<file path="src/hdl/xst_pkg.sv">
// Constants for the execution state timing and bit-operation decode block.
// Assumes a single 250 MHz clock and a fetch unit that presents opcode bytes.
// Function
// - Instruction states equal sum of six cycle counts times their per-cycle costs.
// - Fetch, branch address read and stack cycles on on-chip memory cost two.
// - On-chip RAM byte access costs two; two fetches plus two accesses give eight.
// - Fourth byte high nibble top bit selects plain or inverted bit operation.
// - Register-indirect forms take the nibble after the opcode nibble as register.
// - Absolute forms take the byte after the opcode nibble as 8-bit address.
package xst_pkg;
  localparam logic [3:0] XST_S_MEM       = 4'h2;
  localparam logic [3:0] XST_S_INTERNAL  = 4'h1;
  localparam logic [3:0] XST_S_PERIPH_2  = 4'h2;
  localparam logic [3:0] XST_S_PERIPH_3  = 4'h3;
  localparam logic [3:0] XST_OP_REG_IND0 = 4'h7;
  localparam logic [3:0] XST_OP_IND_LO   = 4'hc;
  localparam logic [3:0] XST_OP_IND_HI   = 4'hd;
  localparam logic [3:0] XST_OP_ABS_LO   = 4'he;
  localparam logic [3:0] XST_OP_ABS_HI   = 4'hf;
  localparam int         XST_INV_BIT     = 7;
  localparam int         XST_CNT_W       = 4;
  localparam int         XST_SUM_W       = 12;
endpackage

</file>
<file path="src/hdl/xst_exec_timing.sv">
// Bit-operation field decoder and execution state calculator.
// Assumes cycle counts and access-location flags arrive with a start strobe.
`timescale 1ns/1ps
`default_nettype none
module xst_exec_timing
  import xst_pkg::*;
(
  input  wire logic                 mclk_in,          // System clock
  input  wire logic                 reset_in,         // Synchronous reset, high
  input  wire logic [31:0]          opcode_in,        // Bytes 1..4, byte 1 in [31:24]
  input  wire logic                 calc_start_in,    // Start a calculation
  input  wire logic [XST_CNT_W-1:0] fetch_cnt_in,     // Fetch cycles
  input  wire logic [XST_CNT_W-1:0] branch_cnt_in,    // Branch address reads
  input  wire logic [XST_CNT_W-1:0] stack_cnt_in,     // Stack cycles
  input  wire logic [XST_CNT_W-1:0] byte_cnt_in,      // Byte data accesses
  input  wire logic [XST_CNT_W-1:0] word_cnt_in,      // Word data accesses
  input  wire logic [XST_CNT_W-1:0] internal_cnt_in,  // Internal cycles
  input  wire logic                 data_periph_in,   // Data goes to a peripheral
  input  wire logic                 periph_slow_in,   // Peripheral needs three states
  output logic                      is_bitop_out,     // Opcode is a 4-byte bit op
  output logic                      inverted_out,     // Inverted variant chosen
  output logic                      reg_form_out,     // Register-indirect form
  output logic [3:0]                reg_sel_out,      // Register designator
  output logic [7:0]                abs_addr_out,     // Absolute operand address
  output logic [XST_SUM_W-1:0]      states_out,       // Execution states
  output logic                      states_valid_out  // One-cycle result strobe
);
  // ==========================================================
  // Decode
  // Only first bytes 7C to 7F count as four-byte bit operations; every other
  // opcode clears the flags but leaves the captured register and address fields,
  // so a consumer must qualify the fields with the form flags.
  logic       bitop_r, bitop_nxt, inv_r, inv_nxt, regf_r, regf_nxt;
  logic [3:0] reg_r, reg_nxt;
  logic [7:0] abs_r, abs_nxt;
  logic [3:0] lead;
  logic [3:0] fourth_byte_high_nibble;
  always_comb
  begin
    lead = opcode_in[31:28];
    fourth_byte_high_nibble = opcode_in[7:4];
    regf_nxt = (lead == XST_OP_REG_IND0) &&
               ((opcode_in[27:24] == XST_OP_IND_LO) || (opcode_in[27:24] == XST_OP_IND_HI));
    bitop_nxt = regf_nxt || ((lead == XST_OP_REG_IND0) &&
               ((opcode_in[27:24] == XST_OP_ABS_LO) || (opcode_in[27:24] == XST_OP_ABS_HI)));
    inv_nxt = bitop_nxt && fourth_byte_high_nibble[XST_INV_BIT-4];
    reg_nxt = regf_nxt ? opcode_in[23:20] : reg_r;
    abs_nxt = (bitop_nxt && !regf_nxt) ? opcode_in[23:16] : abs_r;
  end
  always_ff @(posedge mclk_in)
  begin
    if (reset_in)
    begin
      bitop_r <= 1'b0;
      inv_r   <= 1'b0;
      regf_r  <= 1'b0;
      reg_r   <= 4'h0;
      abs_r   <= 8'h00;
    end
    else
    begin
      bitop_r <= bitop_nxt;
      inv_r   <= inv_nxt;
      regf_r  <= regf_nxt;
      reg_r   <= reg_nxt;
      abs_r   <= abs_nxt;
    end
  end
  assign is_bitop_out = bitop_r;
  assign inverted_out = inv_r;
  assign reg_form_out = regf_r;
  assign reg_sel_out  = reg_r;
  assign abs_addr_out = abs_r;

  // ==========================================================
  // State count
  // Data cost follows the location; instruction-side cycles always hit memory.
  // Every count is widened before it is multiplied, so a count of fifteen at
  // three states cannot wrap inside a four-bit product.
  logic [XST_SUM_W-1:0] sum_r, sum_nxt;
  logic                 vld_r, vld_nxt;
  logic [3:0]           s_data;
  logic [XST_CNT_W-1:0] cnt_of [6];
  logic [3:0]           cost_of [6];
  logic [XST_SUM_W-1:0] term [6];
  always_comb
  begin
    s_data = data_periph_in ? (periph_slow_in ? XST_S_PERIPH_3 : XST_S_PERIPH_2)
                            : XST_S_MEM;
    cnt_of[0]  = fetch_cnt_in;
    cost_of[0] = XST_S_MEM;
    cnt_of[1]  = branch_cnt_in;
    cost_of[1] = XST_S_MEM;
    cnt_of[2]  = stack_cnt_in;
    cost_of[2] = XST_S_MEM;
    cnt_of[3]  = byte_cnt_in;
    cost_of[3] = s_data;
    cnt_of[4]  = word_cnt_in;
    cost_of[4] = s_data;
    cnt_of[5]  = internal_cnt_in;
    cost_of[5] = XST_S_INTERNAL;
  end
  for (genvar g = 0; g < 6; g++)
  begin : g_term
    assign term[g] = XST_SUM_W'(cnt_of[g]) * XST_SUM_W'(cost_of[g]);
  end
  always_comb
  begin
    vld_nxt = calc_start_in;
    sum_nxt = sum_r;
    if (calc_start_in)
      sum_nxt = term[0] + term[1] + term[2] + term[3] + term[4] + term[5];
  end
  always_ff @(posedge mclk_in)
  begin
    if (reset_in)
    begin
      sum_r <= '0;
      vld_r <= 1'b0;
    end
    else
    begin
      sum_r <= sum_nxt;
      vld_r <= vld_nxt;
    end
  end
  assign states_out       = sum_r;
  assign states_valid_out = vld_r;
endmodule
`default_nettype wire

</file>
<file path="config.mk">
export PLATFORM = sky130hd
export DESIGN_NAME = xst_exec_timing
export DESIGN_NICKNAME = d
export VERILOG_FILES = /design/src/hdl/xst_pkg.sv /design/src/hdl/xst_exec_timing.sv
export SDC_FILE = /design/constraint.sdc
export NUM_CORES = 1
export LEC_CHECK = 0
export BUFFER_PORTS_ARGS = -buffer_cell sky130_fd_sc_hd__buf_2
export CORE_ASPECT_RATIO = 0.6
export CORE_UTILIZATION = 51
export CTS_BUF_LIST = sky130_fd_sc_hd__clkbuf_8
export DETAILED_ROUTE_END_ITERATION = 8
export PLACE_DENSITY = 0.88
export RECOVER_POWER = 25
export SLEW_MARGIN = 40
export SYNTH_ARGS = -nofsm -noshare
export SYNTH_HDL_FRONTEND = slang
export SYNTH_SLANG_ARGS = --single-unit
</file>
<file path="constraint.sdc">
create_clock -name mclk_in -period 9.8 [get_ports mclk_in]
set_clock_uncertainty 0.2 [all_clocks]
set_input_delay 0 -clock mclk_in [delete_from_list [all_inputs] [get_ports mclk_in]]
set_output_delay 0 -clock mclk_in [all_outputs]
set_load 0.05 [all_outputs]
</file>
==> impl_metrics.csv <==
group,metric,value,unit
detailed_routing,routed_wl,3410,um
grt,overflow,0,
die,die_h,47.9,um
power_and_ir_drop,p_int,225,uW
sta,slew_viol_final,0,
layout,area_growth_syn_to_layout,32.2,%
detailed_routing,first_iter_violations,36,
yosys,ys_async_sr_fraction,0,
yosys,avgSynthCellArea,9.74,um2
worst_setup_path,r2r_slack,8.93,ns
worst_setup_path,crit_type,"input port to flip-flop",
clock_tree,cts_root_buf,"clkbuf_8",
yosys,synth_cell_types,28,
sta,worstMarginPinSlew,0.630,ns
detailed_routing,avgRoutedWirePerCell,10.9,um
sta,period_share,0.368,
yosys,synth-seq-cells,24,
yosys,yosysSeqAreaShare,0.268,
hold_path,hold_start,"opcode_in[29]",
yosys,synth_flop_cell,"dfxtp_1",
worst_setup_path,reg2reg_depth,2,
die,fp-row-count,16,
yosys,ys_top_cells_by_count,"44 x inv_1, 24 x dfxtp_1, 22 x fa_1",
die,core_area,0.00330,mm2
layout,drive_gt1_frac,0.239,
power_and_ir_drop,clockPowerShare,0.173,
power_and_ir_drop,p_leak,0.00124,uW
yosys,synthDominantCellAreaShare,0.268,
placed_design,io_buffers,68,
grt,grt_max_degree,34,
clock_tree,clkTransAtPathRegs,0.08,ns
worst_setup_path,startpoint_type,"input port",
yosys,synth_cells,184,
power_and_ir_drop,swShare,0.412,
grt,grt_pass1_vias,1246,
detailed_routing,first_pass_iters,4,
clock_tree,clock_path_buffers,2,
yosys,yosys.area.top_type,"dfxtp_1",
layout,fin_nets,362,
sta,hold_viol_final,0,
grt,grt_antenna_before_repair,0,
clock_tree,cts.sinks,24,
run,maxCapViolCount,0,
placed_design,pre_cts_ws,5.92,ns
yosys,synthTopCellsByArea,"dfxtp_1 27%, fa_1 25%, inv_1 9.2%, mux2i_1 8.9%, ha_1 7.0%",
power_and_ir_drop,ir_worst_vdd,0.114,mV
layout,diodes,0,
power_and_ir_drop,power_density,161,mW/mm2
worst_setup_path,critPathCaptureType,"flip-flop",
sta,fin_ws,6.20,ns
clock_tree,cts_tree,"done",
power_and_ir_drop,power_frac_comb,0.534,
sta,rsz0062_at_grt,"false",
sta,fmax,0.278,GHz
status,status,"finished clean",
yosys,synth_most_common_cell,"inv_1",
hold_path,min_path_type,"input port to flip-flop",
grt,grt_use_total,0.201,
clock_tree,cts_resized,0,
yosys,synth_edf_count,0,
worst_setup_path,required,9.73,ns
worst_setup_path,crit_path_max_fanout,8,
detailed_routing,drc_errors,0,
clock_tree,clk_latency,0.26,ns
detailed_routing,via_per_inst,4.51,
placed_design,place_hpwl,2630,um
power_and_ir_drop,power.share.sequential,0.294,
worst_setup_path,r2r_end,"states_out[7]",
clock_tree,cts.htree.levels,1,
detailed_routing,drtAntennaViolNets,0,
die,die_area,0.00376,mm2
grt,grt_first_pass_wirelength,5540,um
yosys,yosys_warnings,0,
sta,finalSetupTns,0,ns
detailed_routing,vias,1411,
power_and_ir_drop,p_sw,157,uW
die,start_util,0.543,
yosys,synth_area,0.00179,mm2
layout,fillers,254,
die,fp.dieW,78.5,um
sta,slew_headroom,0.582,
sta,finalSetupViolations,0,
clock_tree,cts-buffers-inserted,3,
die,ios,89,
worst_setup_path,arrival,3.54,ns
placed_design,gp_congestion,0.718,
worst_setup_path,r2r-start,"states_out[7]",
hold_path,hold_depth,4,
sta,period_minus_slack,3.60,ns
hold_path,worstHoldEndpoint,"abs_addr_out[0]",
[layer usage]
metal	up-vias	share of wire	global-route usage
met5	-	0	0
met4	0	0.0091	0.0741
met3	4	0.059	0.0514
met2	40	0.44	0.323
met1	643	0.49	0.268
li1	724	-	-
[final cells by class]
| class | instances | area (um2) | area share |
|---|---|---|---|
| sequential | 24 | 480 | 0.203 |
| clock buffer | 4 | 55.1 | 0.0232 |
| tap | 45 | 56.3 | 0.0238 |
| multi-input combinational | 109 | 1100 | 0.466 |
| inverter | 45 | 169 | 0.0713 |
| timing repair buffer | 86 | 505 | 0.213 |
[worst max-delay path: stages]
cell,delay [ns]
buf_2,0.16
nand3_1,0.11
fa_1,0.48
inv_1,0.05
fa_1,0.51
fa_1,0.54
inv_1,0.05
fa_1,0.52
inv_1,0.04
ha_1,0.22
fa_1,0.42
a21o_1,0.20
a21oi_1,0.15
a211oi_1,0.09
[state kept, by name (all words and copies together), names as in the netlist]
register,count
is_bitop_out,1
reg_form_out,1
states_out,8
inverted_out,1
abs_addr_out,8
states_valid_out,1
reg_sel_out,4
[cell families after synthesis]
| family | Yosys count | share of synthesized area |
|---|---|---|
| adder cells (fa/ha/maj) | 32 | 0.315 |
| AND/OR/NAND/NOR | 47 | 0.160 |
| other | 1 | 0.00209 |
| multiplexers | 16 | 0.0893 |
| buffers and inverters | 54 | 0.123 |
| AO/OA/AOI/OAI | 9 | 0.0377 |
| flip-flops | 24 | 0.268 |
| XOR/XNOR | 1 | 0.00489 |
[worst max-delay path by stage]
stage | from | end
floorplan | byte_cnt_in[2] | states_out[7]
global placement | data_periph_in | states_out[7]
detailed placement | data_periph_in | states_out[7]
CTS | data_periph_in | states_out[7]
global route | periph_slow_in | states_out[7]
finish | data_periph_in | states_out[7]
[cell usage in the layout, fill, tap and decap left out]
master and n:
a211oi_1 3, or3_1 2, o221ai_1 1, nand4b_4 1, clkbuf_1 12, nand2_1 3
a21o_1 2, inv_1 44, dfxtp_1 24, fa_1 22, buf_2 56, ha_1 10
and3_1 5, conb_1 4, nand3_1 3, inv_2 1, a21oi_1 2, mux2i_1 16
nand2b_1 20, nor2_1 8, a2111o_1 1, nor4_1 1, clkbuf_8 4, dlygate4sd3_1 18
nor3_1 1, and2_1 1, xnor2_1 1, nor3_2 2
[repair_timing]
action | CTS | global route
hold buffers | 18 | 0
hold endpoints to repair | 23 | 0
setup buffers | 0 | 0
[per-stage QoR]
step	hold WS, ns	total power (uW)	util	area, um2	std cells
after floorplan	-0.122	271	-	1800	187
after global placement	0.0126	308	0.651	2150	291
after detailed placement	0.0147	314	0.651	2150	291
after CTS	0.00366	387	0.722	2380	313
after global routing	0.0190	422	0.717	2370	313
final	0.0121	382	0.717	2370	313
[power groups by stage]
stage	Clock [uW]	Sequential, uW	Combinational [uW]
floorplan	0	147	124
global placement	0	114	194
detailed placement	0	114	200
CTS	68.0	112	207
global route	73.4	113	235
finish	66.0	112	204
Note: power is estimated with default switching activity, not from simulation.
